===== src/touch_cfg_consts.svh =====
`ifndef TOUCH_CFG_CONSTS_SVH
`define TOUCH_CFG_CONSTS_SVH

`define MCLK_HZ 10000000
`define SCL_LOW_MS 30
`define BUS_IDLE_US 200
`define SCL_LOW_CYCLES ((`SCL_LOW_MS * `MCLK_HZ + 999) / 1000)
`define BUS_IDLE_CYCLES ((`BUS_IDLE_US * `MCLK_HZ + 999999) / 1000000)
`define MS_CYCLES (`MCLK_HZ / 1000)

`define ADDR_GLOBAL_CONFIG 8'h20
`define ADDR_INPUT_SCAN_ENABLE 8'h21
`define ADDR_GLOBAL_CONFIG_SECOND 8'h44

`define RST_GLOBAL_CONFIG 8'h20
`define RST_INPUT_SCAN_ENABLE 8'hff
`define RST_GLOBAL_CONFIG_SECOND 8'h40
`define MASK_GLOBAL_CONFIG 8'hb8
`define MASK_GLOBAL_CONFIG_SECOND 8'h7f

`define BIT_BUS_GUARD 7
`define BIT_DIGITAL_REJECT_OFF 5
`define BIT_LOWFREQ_FILTER_OFF 4
`define BIT_HOLD_LIMIT_RECAL_EN 3
`define BIT_BASE_LIMIT_RETRY 6
`define BIT_IDLE_POWER_HOLD 5
`define BIT_BASE_LIMIT_IRQ_EN 4
`define BIT_RADIO_ONLY_REPORT 3
`define BIT_RADIO_FILTER_OFF 2
`define BIT_CAL_FAILURE_IRQ_EN 1
`define BIT_RELEASE_IRQ_SUPPRESS 0

`endif


===== src/touch_cfg_pkg.sv =====
package touch_cfg_pkg;

    typedef enum logic [3:0] {
        BUS_IDLE,
        BUS_ADDR,
        BUS_ADDR_ACK,
        BUS_PTR,
        BUS_PTR_ACK,
        BUS_WDATA,
        BUS_WDATA_ACK,
        BUS_RDATA,
        BUS_RDATA_ACK
    } bus_state_t;

    typedef logic [7:0][7:0] delta_bank_t;

endpackage : touch_cfg_pkg


===== src/sense_cfg_if.sv =====
interface sense_cfg_if;
    logic digital_reject_off;
    logic lowfreq_filter_off;
    logic hold_limit_recal_en;
    logic base_limit_retry;
    logic radio_only_report;
    logic radio_filter_off;
    logic [3:0] hold_limit_time;
    logic [7:0] noise_thresh;
    logic ms_tick;

    modport src (
        output digital_reject_off, lowfreq_filter_off, hold_limit_recal_en,
        output base_limit_retry, radio_only_report, radio_filter_off,
        output hold_limit_time, noise_thresh, ms_tick
    );
    modport sink (
        input digital_reject_off, lowfreq_filter_off, hold_limit_recal_en,
        input base_limit_retry, radio_only_report, radio_filter_off,
        input hold_limit_time, noise_thresh, ms_tick
    );
endinterface : sense_cfg_if


===== src/bus_guard.sv =====
module bus_guard #(
    parameter int LOW_CYCLES = 300000,
    parameter int IDLE_CYCLES = 2000
) (
    input wire logic mclk,
    input wire logic arst_n,
    input wire logic guard_en,
    input wire logic scl_lvl,
    input wire logic sda_lvl,
    output logic bus_reset
);
    logic [18:0] low_cnt;
    logic [18:0] idle_cnt;

    // Counters stop at their limit so each stall gives one reset pulse.
    always_ff @(posedge mclk or negedge arst_n)
    begin
        if (!arst_n)
        begin
            low_cnt <= '0;
            idle_cnt <= '0;
            bus_reset <= 1'b0;
        end
        else
        begin
            bus_reset <= 1'b0;
            if (!guard_en || scl_lvl)
                low_cnt <= '0;
            else if (low_cnt != 19'(LOW_CYCLES))
            begin
                low_cnt <= low_cnt + 19'h1;
                if (low_cnt == 19'(LOW_CYCLES - 1))
                    bus_reset <= 1'b1;
            end
            if (!guard_en || !scl_lvl || !sda_lvl)
                idle_cnt <= '0;
            else if (idle_cnt != 19'(IDLE_CYCLES))
            begin
                idle_cnt <= idle_cnt + 19'h1;
                if (idle_cnt == 19'(IDLE_CYCLES - 1))
                    bus_reset <= 1'b1;
            end
        end
    end
endmodule : bus_guard


===== src/touch_channel.sv =====
`include "touch_cfg_consts.svh"

module touch_channel (
    input wire logic mclk,
    input wire logic arst_n,
    sense_cfg_if.sink cfg,
    input wire logic [7:0] raw_delta,
    input wire logic lf_noise,
    input wire logic rf_noise,
    input wire logic [7:0] touch_thresh,
    input wire logic base_limit_flag,
    output logic [7:0] delta_out,
    output logic noise_status,
    output logic recal_sample_ok,
    output logic hold_recal_req,
    output logic retry_cal_req
);
    logic lf_block;
    logic rf_block;
    logic [7:0] dpos;
    logic touched;
    logic [13:0] held_ms;
    logic [13:0] hold_limit;

    localparam logic [15:0][13:0] LIMIT_MS = {14'h2bc0, 14'h2760,
        14'h22ca, 14'h1ea0, 14'h1a40, 14'h15e0, 14'h1180, 14'h0f50,
        14'h0d20, 14'h0af0, 14'h08c0, 14'h0690, 14'h0578, 14'h0460,
        14'h0348, 14'h0230};

    assign lf_block = lf_noise && !cfg.lowfreq_filter_off;
    assign rf_block = rf_noise && !cfg.radio_filter_off;
    assign dpos = raw_delta[7] ? 8'h00 : raw_delta;
    assign touched = !lf_block && !rf_block && (dpos > touch_thresh);
    assign hold_limit = LIMIT_MS[cfg.hold_limit_time];

    ////////////////////////////////////////////////////////////////////////
    always_ff @(posedge mclk or negedge arst_n)
    begin
        if (!arst_n)
        begin
            delta_out <= 8'h00;
            noise_status <= 1'b0;
            recal_sample_ok <= 1'b0;
            retry_cal_req <= 1'b0;
        end
        else
        begin
            // Status only reports blocking sources; with radio-only report set, a
            // delta zeroed by low-frequency noise shows no status.
            noise_status <= rf_block
                || (lf_block && !cfg.radio_only_report);
            delta_out <= (lf_block || rf_block) ? 8'h00 : raw_delta;
            recal_sample_ok <= !lf_block && !rf_block && !touched
                && (cfg.digital_reject_off
                || dpos <= cfg.noise_thresh);
            retry_cal_req <= base_limit_flag && cfg.base_limit_retry;
        end
    end

    ////////////////////////////////////////////////////////////////////////
    always_ff @(posedge mclk or negedge arst_n)
    begin
        if (!arst_n)
        begin
            held_ms <= '0;
            hold_recal_req <= 1'b0;
        end
        else
        begin
            hold_recal_req <= 1'b0;
            if (!touched || !cfg.hold_limit_recal_en)
                held_ms <= '0;
            else if (cfg.ms_tick)
            begin
                if (held_ms + 14'h1 >= hold_limit)
                begin
                    held_ms <= '0;
                    hold_recal_req <= 1'b1;
                end
                else
                    held_ms <= held_ms + 14'h1;
            end
        end
    end
endmodule : touch_channel


===== src/touch_cfg_top.sv =====
// Function
// Guard set: serial reset on clock low 30ms or idle 200us.
// Guard clear: serial port never times out or idles out.
// Reject on: noisy sub-touch samples skip recalibration.
// Reject off: every sub-touch delta feeds recalibration; here deltas blocked by LF or RF noise still do not.
// Low-frequency filter on: noise zeroes that delta.
// Low-frequency filter off: such noise never blocks a touch.
// Hold limit off: touches may last forever, no recalibration.
// Hold limit on: overlong touch recalibrates that input.
// Base out of limit: retry calibration if retry bit set.
// Power hold clear: low power after last conversion.
// Base-limit flag interrupts only when enabled.
// Radio-only report hides low-frequency noise from status.
// Radio filter on zeroes delta on RF noise; off never blocks.
// Calibration failure interrupts only when enabled.
// Suppress clear: interrupt on press, release and repeat.
// Suppress set: interrupt on press and repeat, not release.
// Scan enable bits select Active inputs; reset all ones. Here input_scan_en is only an output; all eight channels always run.
// While noise status stands, the delta reads zero.
// Unassigned configuration bits read zero, ignore writes.
`include "touch_cfg_consts.svh"

module touch_cfg_top
    import touch_cfg_pkg::*;
#(
    parameter logic [6:0] SLAVE_ADDR = 7'h2a,
    parameter int SCL_LOW_CYCLES = `SCL_LOW_CYCLES,
    parameter int MS_CYCLES = `MS_CYCLES
) (
    input wire logic mclk,
    input wire logic arst_n,
    input wire logic scl_in,
    input wire logic sda_in,
    output logic sda_out,
    output logic sda_oe,
    input wire delta_bank_t raw_delta,
    input wire logic [7:0] lf_noise,
    input wire logic [7:0] rf_noise,
    input wire delta_bank_t touch_thresh,
    input wire logic [7:0] noise_thresh,
    input wire logic [3:0] hold_limit_time,
    input wire logic [7:0] base_limit_flag,
    input wire logic base_limit_set,
    input wire logic cal_failure_set,
    input wire logic press_evt,
    input wire logic release_evt,
    input wire logic repeat_evt,
    input wire logic conv_done,
    input wire logic cycle_end,
    output delta_bank_t delta_out,
    output logic [7:0] noise_status,
    output logic [7:0] recal_sample_ok,
    output logic [7:0] hold_recal_req,
    output logic [7:0] retry_cal_req,
    output logic [7:0] input_scan_en,
    output logic low_power,
    output logic irq_pulse,
    output logic bus_reset
);
    logic [7:0] global_config;
    logic [7:0] global_config_second;
    logic scl_s1;
    logic scl_s2;
    logic scl_s3;
    logic sda_s1;
    logic sda_s2;
    logic sda_s3;
    logic scl_rise;
    logic scl_fall;
    logic bus_start;
    logic bus_stop;
    logic guard_reset;
    bus_state_t state;
    logic [3:0] bit_cnt;
    logic [7:0] rx_sr;
    logic [7:0] tx_sr;
    logic [7:0] ptr;
    logic read_mode;
    logic master_ack;
    logic wr_stb;
    logic [7:0] wr_addr;
    logic [7:0] wr_data;
    logic [13:0] ms_cnt;
    logic ms_tick;
    logic [7:0] rd_now;
    logic [7:0] rd_next;

    sense_cfg_if cfg ();

    // Stored values are already masked, so reserved bits read zero.
    function automatic logic [7:0] reg_read(input logic [7:0] addr);
        if (addr == `ADDR_GLOBAL_CONFIG)
            reg_read = global_config;
        else if (addr == `ADDR_INPUT_SCAN_ENABLE)
            reg_read = input_scan_en;
        else if (addr == `ADDR_GLOBAL_CONFIG_SECOND)
            reg_read = global_config_second;
        else
            reg_read = 8'h00;
    endfunction : reg_read

    always_comb
    begin
        rd_now = reg_read(ptr);
        rd_next = reg_read(ptr + 8'h1);
    end

    ////////////////////////////////////////////////////////////////////////
    // Pins come from the host's domain; the first stage feeds only the second.
    always_ff @(posedge mclk or negedge arst_n)
    begin
        if (!arst_n)
            {scl_s1, scl_s2, scl_s3, sda_s1, sda_s2, sda_s3} <= 6'h3f;
        else
        begin
            scl_s1 <= scl_in;
            scl_s2 <= scl_s1;
            scl_s3 <= scl_s2;
            sda_s1 <= sda_in;
            sda_s2 <= sda_s1;
            sda_s3 <= sda_s2;
        end
    end

    assign scl_rise = scl_s2 && !scl_s3;
    assign scl_fall = !scl_s2 && scl_s3;
    assign bus_start = scl_s2 && scl_s3 && !sda_s2 && sda_s3;
    assign bus_stop = scl_s2 && scl_s3 && sda_s2 && !sda_s3;

    bus_guard #(
        .LOW_CYCLES(SCL_LOW_CYCLES),
        .IDLE_CYCLES(`BUS_IDLE_CYCLES)
    ) u_guard (
        .mclk(mclk),
        .arst_n(arst_n),
        .guard_en(global_config[`BIT_BUS_GUARD]),
        .scl_lvl(scl_s2),
        .sda_lvl(sda_s2),
        .bus_reset(guard_reset)
    );

    always_ff @(posedge mclk or negedge arst_n)
    begin
        if (!arst_n)
            bus_reset <= 1'b0;
        else
            bus_reset <= guard_reset;
    end

    ////////////////////////////////////////////////////////////////////////
    // Serial slave: bits are taken on the clock rise, driven after the fall.
    always_ff @(posedge mclk or negedge arst_n)
    begin
        if (!arst_n)
        begin
            state <= BUS_IDLE;
            bit_cnt <= 4'h0;
            rx_sr <= 8'h00;
            tx_sr <= 8'h00;
            ptr <= 8'h00;
            read_mode <= 1'b0;
            master_ack <= 1'b0;
            sda_oe <= 1'b0;
            wr_stb <= 1'b0;
            wr_addr <= 8'h00;
            wr_data <= 8'h00;
        end
        else
        begin
            wr_stb <= 1'b0;
            if (guard_reset)
            begin
                state <= BUS_IDLE;
                sda_oe <= 1'b0;
            end
            else if (bus_start)
            begin
                state <= BUS_ADDR;
                bit_cnt <= 4'h0;
                sda_oe <= 1'b0;
            end
            else if (bus_stop)
            begin
                state <= BUS_IDLE;
                sda_oe <= 1'b0;
            end
            else if (scl_rise)
            begin
                if (state == BUS_RDATA_ACK)
                    master_ack <= !sda_s2;
                else
                begin
                    rx_sr <= {rx_sr[6:0], sda_s2};
                    bit_cnt <= bit_cnt + 4'h1;
                end
            end
            else if (scl_fall)
            begin
                unique case (state)
                    BUS_IDLE:
                        sda_oe <= 1'b0;
                    BUS_ADDR:
                        if (bit_cnt == 4'h8)
                        begin
                            if (rx_sr[7:1] == SLAVE_ADDR)
                            begin
                                state <= BUS_ADDR_ACK;
                                read_mode <= rx_sr[0];
                                sda_oe <= 1'b1;
                            end
                            else
                                state <= BUS_IDLE;
                        end
                    BUS_ADDR_ACK:
                    begin
                        bit_cnt <= 4'h0;
                        if (read_mode)
                        begin
                            tx_sr <= rd_now;
                            sda_oe <= !rd_now[7];
                            state <= BUS_RDATA;
                        end
                        else
                        begin
                            sda_oe <= 1'b0;
                            state <= BUS_PTR;
                        end
                    end
                    BUS_PTR:
                        if (bit_cnt == 4'h8)
                        begin
                            ptr <= rx_sr;
                            sda_oe <= 1'b1;
                            state <= BUS_PTR_ACK;
                        end
                    BUS_PTR_ACK, BUS_WDATA_ACK:
                    begin
                        sda_oe <= 1'b0;
                        bit_cnt <= 4'h0;
                        state <= BUS_WDATA;
                    end
                    BUS_WDATA:
                        if (bit_cnt == 4'h8)
                        begin
                            wr_stb <= 1'b1;
                            wr_addr <= ptr;
                            wr_data <= rx_sr;
                            ptr <= ptr + 8'h1;
                            sda_oe <= 1'b1;
                            state <= BUS_WDATA_ACK;
                        end
                    BUS_RDATA:
                        if (bit_cnt == 4'h8)
                        begin
                            sda_oe <= 1'b0;
                            state <= BUS_RDATA_ACK;
                        end
                        else
                        begin
                            tx_sr <= {tx_sr[6:0], 1'b0};
                            sda_oe <= !tx_sr[6];
                        end
                    BUS_RDATA_ACK:
                        if (master_ack)
                        begin
                            bit_cnt <= 4'h0;
                            ptr <= ptr + 8'h1;
                            tx_sr <= rd_next;
                            sda_oe <= !rd_next[7];
                            state <= BUS_RDATA;
                        end
                        else
                            state <= BUS_IDLE;
                endcase
            end
        end
    end

    // The pin is open drain: only a low level is ever driven.
    always_ff @(posedge mclk or negedge arst_n)
    begin
        if (!arst_n)
            sda_out <= 1'b0;
        else
            sda_out <= 1'b0;
    end

    ////////////////////////////////////////////////////////////////////////
    always_ff @(posedge mclk or negedge arst_n)
    begin
        if (!arst_n)
        begin
            global_config <= `RST_GLOBAL_CONFIG;
            global_config_second <= `RST_GLOBAL_CONFIG_SECOND;
            input_scan_en <= `RST_INPUT_SCAN_ENABLE;
        end
        else if (wr_stb)
        begin
            if (wr_addr == `ADDR_GLOBAL_CONFIG)
                global_config <= wr_data & `MASK_GLOBAL_CONFIG;
            if (wr_addr == `ADDR_INPUT_SCAN_ENABLE)
                input_scan_en <= wr_data;
            if (wr_addr == `ADDR_GLOBAL_CONFIG_SECOND)
                global_config_second <= wr_data
                    & `MASK_GLOBAL_CONFIG_SECOND;
        end
    end

    ////////////////////////////////////////////////////////////////////////
    // Millisecond enable for the hold-limit timers.
    always_ff @(posedge mclk or negedge arst_n)
    begin
        if (!arst_n)
        begin
            ms_cnt <= '0;
            ms_tick <= 1'b0;
        end
        else if (ms_cnt == 14'(MS_CYCLES - 1))
        begin
            ms_cnt <= '0;
            ms_tick <= 1'b1;
        end
        else
        begin
            ms_cnt <= ms_cnt + 14'h1;
            ms_tick <= 1'b0;
        end
    end

    assign cfg.digital_reject_off = global_config[`BIT_DIGITAL_REJECT_OFF];
    assign cfg.lowfreq_filter_off = global_config[`BIT_LOWFREQ_FILTER_OFF];
    assign cfg.hold_limit_recal_en = global_config[`BIT_HOLD_LIMIT_RECAL_EN];
    assign cfg.base_limit_retry = global_config_second[`BIT_BASE_LIMIT_RETRY];
    assign cfg.radio_only_report =
        global_config_second[`BIT_RADIO_ONLY_REPORT];
    assign cfg.radio_filter_off = global_config_second[`BIT_RADIO_FILTER_OFF];
    assign cfg.hold_limit_time = hold_limit_time;
    assign cfg.noise_thresh = noise_thresh;
    assign cfg.ms_tick = ms_tick;

    genvar ch;
    generate
        for (ch = 0; ch < 8; ch++)
        begin : g_chan
            touch_channel u_chan (
                .mclk(mclk),
                .arst_n(arst_n),
                .cfg(cfg),
                .raw_delta(raw_delta[ch]),
                .lf_noise(lf_noise[ch]),
                .rf_noise(rf_noise[ch]),
                .touch_thresh(touch_thresh[ch]),
                .base_limit_flag(base_limit_flag[ch]),
                .delta_out(delta_out[ch]),
                .noise_status(noise_status[ch]),
                .recal_sample_ok(recal_sample_ok[ch]),
                .hold_recal_req(hold_recal_req[ch]),
                .retry_cal_req(retry_cal_req[ch])
            );
        end
    endgenerate

    ////////////////////////////////////////////////////////////////////////
    always_ff @(posedge mclk or negedge arst_n)
    begin
        if (!arst_n)
            irq_pulse <= 1'b0;
        else
            irq_pulse <= (base_limit_set
                && global_config_second[`BIT_BASE_LIMIT_IRQ_EN])
                || (cal_failure_set
                && global_config_second[`BIT_CAL_FAILURE_IRQ_EN])
                || press_evt || repeat_evt
                || (release_evt
                && !global_config_second[`BIT_RELEASE_IRQ_SUPPRESS]);
    end

    // Low power spans last conversion to cycle end; the hold bit wins.
    always_ff @(posedge mclk or negedge arst_n)
    begin
        if (!arst_n)
            low_power <= 1'b0;
        else if (global_config_second[`BIT_IDLE_POWER_HOLD] || cycle_end)
            low_power <= 1'b0;
        else if (conv_done)
            low_power <= 1'b1;
    end
endmodule : touch_cfg_top


===== config.mk =====
export PLATFORM = sky130hd
export DESIGN_NAME = touch_cfg_top
export DESIGN_NICKNAME = d
export VERILOG_FILES = /design/src/touch_cfg_pkg.sv /design/src/sense_cfg_if.sv /design/src/bus_guard.sv /design/src/touch_channel.sv /design/src/touch_cfg_top.sv
export VERILOG_INCLUDE_DIRS = /design/src
export SDC_FILE = /design/constraint.sdc
export NUM_CORES = 1
export LEC_CHECK = 0
export ABC_CLOCK_PERIOD_IN_PS = 7800
export BUFFER_PORTS_ARGS = -buffer_cell sky130_fd_sc_hd__buf_2
export CORE_UTILIZATION = 64
export DETAILED_ROUTE_END_ITERATION = 7
export GPL_TIMING_DRIVEN = 0
export MAX_ROUTING_LAYER = met4
export PLACE_DENSITY = 0.87
export SETUP_SLACK_MARGIN = 0.2
export SYNTH_ARGS = -nofsm -noshare
export SYNTH_HDL_FRONTEND = slang
export SYNTH_SLANG_ARGS = --single-unit

===== constraint.sdc =====
create_clock -name mclk -period 7.8 [get_ports mclk]
set_input_delay 1.56 -clock mclk [delete_from_list [all_inputs] [get_ports mclk]]
set_output_delay 1.56 -clock mclk [all_outputs]
set_load 0.02 [all_outputs]

After elaboration in Yosys (flattened, before gate mapping). Memory sizes are Yosys's and may differ from the RTL's. Index checks and enable logic that the tools add are counted. W data, S select, Z words.

$add $sub $neg: 13. $lt $le $gt $ge: 25. Equality and inequality tests: 40. Multiplexer cells: 132. Bitwise gates (word level): 5. Reduce and logical (&&, ||, !) cells: 185.

Operators by type and width (number): $mux W14 (26); $add A14 B1 Y14 const B (9); $mux W8 (15); $ge A14 B14 Y1 (8); $mux W7 (13); $mux W19 (4); $logic_and A1 B1 Y1 (74); $gt A8 B8 Y1 (8); $le A8 B8 Y1 (8); $mux W4 (15); $mux W1 (51); $eq A8 B6 Y1 const B (6); $logic_or A1 B1 Y1 (40); $add A19 B1 Y19 const B (2); $logic_not A1 Y1 (37); $ne A5 B4 Y1 const B (6); $pmux W4 S7 (1); $eq A8 B7 Y1 const B (3); $pmux W8 S3 (1); $reduce_bool A2 Y1 (11); $pmux W7 S3 (1); $eq A19 B11 Y1 const B (1); $eq A19 B19 Y1 const B (1); $ne A19 B11 Y1 const B (1); 31 further kinds (58).

Register bits: 341. Memory bits (read-only): 224. Input bits: 175. Memories kept: 1.

Memory list: (name not given) (words 16, width 14, read ports 1, clocked after Yosys merged registers in 0, wr ports 0, RTL line touch_channel.sv:34) `assign hold_limit = LIMIT_MS[cfg.hold_limit_time];`.

Logic depth before layout (Yosys ltp).
Depth in word-level cells: 13. Depth in mapped cells: 15.

Cells and area by module. Synthesis repeated with hierarchy kept, for this count alone.

Cells, all modules: 2754. Area, all modules: 24788.8 µm².

By module, submodules not included: touch_channel (g_chan[0].u_chan ...) (times used 4, cells each 252, area each 2198.4 µm², seq. area each 650.6 µm²); touch_channel (g_chan[1].u_chan ...) (times used 3, cells each 252, area each 2199.6 µm², seq. area each 650.6 µm²); touch_cfg_top (times used 1, cells each 489, area each 4961.0 µm², seq. area each 2372.3 µm²); touch_channel (g_chan[4].u_chan) (times used 1, cells each 268, area each 2279.7 µm², seq. area each 650.6 µm²); bus_guard (times used 1, cells each 233, area each 2155.8 µm², seq. area each 975.9 µm²).

Least setup slack after synthesis. Ideal clock, no wire load.

Kind: input port to flip-flop. Start: input port hold_limit_time[2]. End: register g_chan[1].u_chan.held_ms[6]. Library setup time: 0.066 ns. Arrival: 4.385 ns. Path slack: 3.349 ns. Stages on the path: 12. Path buffers: 2. Cells stage by stage: clkbuf_1 > inv_1 > nand2_1 > nand2_1 > o21ai_0 > ha_1 > a21o_1 > a2111o_1 > o22a_1 > nor3_1 > clkbuf_1 > a221o_1.

Cells in the longest elaborated chain, start to end: 6.

Ends and longest elaborated chain: start: declaration (RTL line touch_cfg_top.sv:41) `input wire logic [3:0] hold_limit_time,`; $mem_v2 Z16 W14; $mux W14; $ge A14 B14 Y1 (RTL line touch_channel.sv:75) `if (held_ms + 14'h1 >= hold_limit)`; $mux W14 (RTL line touch_channel.sv:75); $mux W14 (RTL line touch_channel.sv:73) `else if (cfg.ms_tick)`; $mux W14 (RTL line touch_channel.sv:71) `if (!touched || !cfg.hold_limit_recal_en)`; end signal: assignment (RTL line touch_channel.sv:81) `held_ms <= held_ms + 14'h1;`; end: declaration (RTL line touch_channel.sv:22) `logic [13:0] held_ms;`.

Every way passes these cells. The select of a mux whose other input is x is not followed. A chain may end at the register's enable or synchronous reset.

Worst setup path in the final report.
Start: input port hold_limit_time[1]. End: register g_chan[3].u_chan.held_ms[0].

Cells in the longest elaborated chain, start to end: 6.

Ends and longest elaborated chain (RTL line): $mem_v2 Z16 W14; $mux W14; $ge A14 B14 Y1 (touch_channel.sv:75); $mux W14 (touch_channel.sv:75); $mux W14 (touch_channel.sv:73); $mux W14 (touch_channel.sv:71); end signal: assignment (touch_channel.sv:81); end: declaration (touch_channel.sv:22).

Every way passes these cells. The select of a mux whose other input is x is not followed.

==> results.txt <==
----------------------------------------------------
[Status]
  Status ... completed

[Layout]
  Most common cell after layout, fill and taps aside ... sky130_fd_sc_hd__dfrtp_1
  Commonest cells after routing, fill and taps aside ... sky130_fd_sc_hd__dfrtp_1, sky130_fd_sc_hd__buf_2, sky130_fd_sc_hd__ha_1
  Register area ... 8553 µm²
  Net count, final ... 3076
  Fraction of layout cells with a size suffix above 1 ... 18.56%
  Signed area change from the synthesized netlist to the final layout ... 15.54%
  Count of fill cells added during filler insertion ... 2294
  Area of the multi-input gates ... 12630 µm²

[Worst setup path]
  CP max stage delay ... 0.90 ns
  Launching point of the worst reg2reg path ... g_chan[6].u_chan.held_ms[2]$_DFFE_PN0P_
  Crit. Startpoint ... hold_limit_time[1]
  Worst R2R End ... g_chan[6].u_chan.held_ms[5]$_DFFE_PN0P_
  Register-to-register setup slack ... 3.91 ns
  CP bufs+invs ... 3
  Worst setup path category ... input pin to flop
  Required time at the worst-slack endpoint ... 8.28 ns
  Delay-heaviest family, CP ... simple AND/OR/NAND/NOR gates
  Arrival time of data at the critical path endpoint ... 5.39 ns
  Worst setup SP type ... input pin
  Kind of capture point of the worst setup path ... flop
  Worst-path cell with the longest stage delay ... sky130_fd_sc_hd__nor2_1
  Worst r2r path cells ... 13
  Worst-path maximum fanout ... 10
  Ordered list of cells on the worst path ... buf_2 > inv_1 > ha_1 > and3_1 > nor2_1 > ha_1 > o21ai_0 > a41o_1 > a21oi_1 > o41ai_2 > clkbuf_1 > nand3_1 > o21ai_0

[STA]
  Share of the clock period used by the worst path after layout ... 62.89%
  Highest achievable clock rate ... 0.2038 GHz
  Finish-stage setup viols ... 0
  Minimum setup slack in the final design ... 2.894 ns
  Max_slew headroom ... 11.42%
  Setup repair after global routing missed its margin ... no
  Clock skew after layout ... 0.02531 ns
  Hold Fails Final Rpt ... 0
  Final critical delay including setup and external delays ... 4.906 ns
  Transition time of the tightest slew-check pin ... 1.329 ns
  Max-slew violations ... 0
  Worst Hold Margin ... 0.3574 ns

[CTS]
  CTS tree ... yes
  Clock-pin slew reported for the worst setup and hold paths after clock tree synthesis ... 0.06 ns
  Maximum count of clock buffers along a single path ... 3
  Later-pin clock latency in the skew report ... 0.57 ns
  Post-CTS Resized ... 0
  Post-cts hold buffer count ... 0
  Maximum level of the CTS H-tree ... 2
  Post-CTS setup buffer count ... 0
  Clock net sink count ... 341
  Cell at the root of the clock tree ... sky130_fd_sc_hd__clkbuf_16
  Number of buffers inserted during clock tree synthesis ... 39

[Floorplanning]
  Number of cell rows ... 67
  Die Span X ... 188.0 µm
  Initial core utilization ... 65.55%
  Die ar. ... 35350 µm²
  Boundary pin count ... 284
  Vertical die dimension ... 188.0 µm
  Core footprint ... 33780 µm²

[Routing]
  Detailed-route wire length ... 60900 µm
  Number of vias after detailed routing ... 19650
  Detailed Route Iter0 Violations ... 1437
  WL per Instance ... 19.33 µm
  Remaining number of nets flagged by the antenna check after routing ... 0
  Detailed-routing iteration count for the pre-antenna-repair pass ... 7
  Post-detailed-route DRC marker count ... 0
  Ratio of routed vias to standard cells ... 6.235

[Pwr]
  Clock Power Share ... 44.7%
  Peak ir drop on the vdd network ... 0.1717 mV
  Standby leakage power ... 12.95 nW
  Switching share of power ... 26.00%
  PnR Total Power ... 4.248 mW
  Internal power contribution ... 3.143 mW
  Comb power frac ... 11.8%
  Switching component of the power ... 1.104 mW
  Seq pwr share ... 43.4%
  PwrDens ... 166.0 nW/µm²

[Synth]
  Fraction of registers with async set or reset after synthesis ... 100.0%
  Mean instance size in the synthesized netlist ... 9.475 µm²
  Most instantiated flip-flop cell in the synthesis netlist ... sky130_fd_sc_hd__dfrtp_1
  Synthesized instance count ... 2337
  Register area share after synthesis ... 38.63%
  Count of distinct cell types in the synthesized netlist ... 84
  Synthesized flop and latch total ... 341
  Mapped cell area ... 22140 µm²
  Number of warnings reported in the yosys synthesis log ... 0
  Number of flops mapped to enable cells by yosys ... 0
  Synth Net Count ... 2749

[Flow run]
  Number of maximum-capacitance constraint violations ... 0

[Place]
  Input/output buffers ... 280
  Post-Place Worst Slack ... 2.188 ns
  Half-perimeter wire length of the detailed placement result ... 44410 µm
  Routability-driven placement congestion ratio ... 0.9872

[Min path]
  Hold path start ... sda_s1$_DFF_PN1_
  Depth of the worst hold-timing path ... 0
  Hold worst-path end ... sda_s2$_DFF_PN1_
  Kind of path behind the tightest hold check ... flop to flop

[GRT]
  All-layer global routing usage ... 35.52%
  Maximum number of pins on one net before global-route repair ... 108
  Global-route wire length before repair ... 97900 µm
  Remaining Overflow, GRT ... 0
  Number of global-route vias before repair ... 19520
  Initial antenna violation count ... 7

----------------------------------------------------
-- cell type report --
cell class	count	area share, %
diodes	9	0.08802
plain buffers	105	2.073
clock buffers	53	4.298
clock inverters	18	0.8802
inverters	115	1.687
multi-input cells	1776	49.38
flip-flops and latches	341	33.43
well taps	448	2.191
repair buffers	286	5.971
-- per-stage QoR --
| step | setup TNS, ns | util [%] | area (µm²) | cells |
|---|---|---|---|---|
| after floorplan | 0 | - | 22140 | 2337 |
| after global placement | -384.79 | 71.35 | 24110 | 3065 |
| after detailed placement | 0 | 71.73 | 24230 | 3071 |
| after CTS | 0 | 75.65 | 25560 | 3142 |
| after global routing | 0 | 75.72 | 25580 | 3149 |
| final | 0 | 75.73 | 25590 | 3151 |
-- state kept, by name, indices dropped and copies added, names as in the netlist, 8 cells and up --
register / flops
g_chan.u_chan.held_ms: 112
g_chan.u_chan.delta_out: 64
u_guard.idle_cnt: 19
u_guard.low_cnt: 19
ms_cnt: 14
g_chan.u_chan.hold_recal_req: 8
g_chan.u_chan.noise_status: 8
g_chan.u_chan.recal_sample_ok: 8
g_chan.u_chan.retry_cal_req: 8
input_scan_en: 8
ptr: 8
rx_sr: 8
wr_addr: 8
wr_data: 8
-- worst reg2reg max path, cell delays in order, from the launching register on --
cell and delay, ns:
sky130_fd_sc_hd__dfrtp_1 0.43, sky130_fd_sc_hd__nand3_1 0.24, sky130_fd_sc_hd__nor3_1 0.57, sky130_fd_sc_hd__nand3_1 0.21
sky130_fd_sc_hd__and2_1 0.22, sky130_fd_sc_hd__or2_2 0.29, sky130_fd_sc_hd__ha_1 0.18, sky130_fd_sc_hd__a21o_1 0.15
sky130_fd_sc_hd__a21oi_1 0.20, sky130_fd_sc_hd__nand4_1 0.10, sky130_fd_sc_hd__o2bb2ai_1 0.49, sky130_fd_sc_hd__clkbuf_1 0.43
sky130_fd_sc_hd__o2111ai_1 0.21, sky130_fd_sc_hd__nand2_1 0.11
-- per-layer routing --
metal | vias up | track usage, % | share of wire, %
met2 | 844 | 59.15 | 49
met3 | 227 | 5.109 | 6.1
met5 | - | - | 0
li1 | 9027 | - | -
met4 | 0 | 17.98 | 5.1
met1 | 9547 | 41.94 | 40
-- worst max-delay path by stage --
| stage | to | cells after the start |
|---|---|---|
| floorplan | g_chan[1].u_chan.held_ms[6]$_DFFE_PN0P_ | 12 |
| global placement | irq_pulse$_DFF_PN0_ | 1 |
| detailed placement | g_chan[3].u_chan.held_ms[0]$_DFFE_PN0P_ | 14 |
| CTS | g_chan[3].u_chan.held_ms[0]$_DFFE_PN0P_ | 14 |
| global route | g_chan[3].u_chan.held_ms[0]$_DFFE_PN0P_ | 13 |
| finish | g_chan[3].u_chan.held_ms[0]$_DFFE_PN0P_ | 13 |
-- power groups by stage --
stage	Combinational, mW	Sequential (mW)	Clock [mW]
final	0.503	1.85	1.90
after global routing	0.551	1.85	1.99
after CTS	0.493	1.84	1.92
after detailed placement	0.487	1.87	0
after global placement	0.450	1.87	0
after floorplan	0.261	1.88	0
-- synth_stat cells, drive strengths merged (36+ instances only) --
library cell / n / area share, %
dfrtp: 325 / 37
ha: 237 / 13
nand2: 196 / 3.3
nor2: 137 / 2.3
inv: 114 / 1.9
nand3: 109 / 2.5
o21ai: 104 / 2.4
and2: 91 / 2.6
nor2b: 91 / 2.6
a21oi: 73 / 1.6
xnor2: 66 / 2.6
clkbuf: 59 / 1.0
and3: 58 / 1.6
buf: 46 / 1.4
mux2: 46 / 2.3
xor2: 46 / 1.8
nand2b: 42 / 1.2
a21o: 41 / 1.4
nor3: 36 / 0.81
-- cells by family (layout without fill, tap and decap cells) --
| kind of cell | count (synthesis) | count (layout) | synth area share, % |
|---|---|---|---|
| compound gates | 484 | 484 | 15.33 |
| xor+xnor | 112 | 112 | 4.430 |
| fa+ha+maj | 237 | 237 | 13.39 |
| buf+inv | 220 | 577 | 4.345 |
| flops | 341 | 341 | 38.63 |
| mux | 62 | 62 | 3.062 |
| other cells | 1 | 10 | 0.01693 |
| simple gates | 880 | 880 | 20.80 |
(Power assumes the default switching activity.)
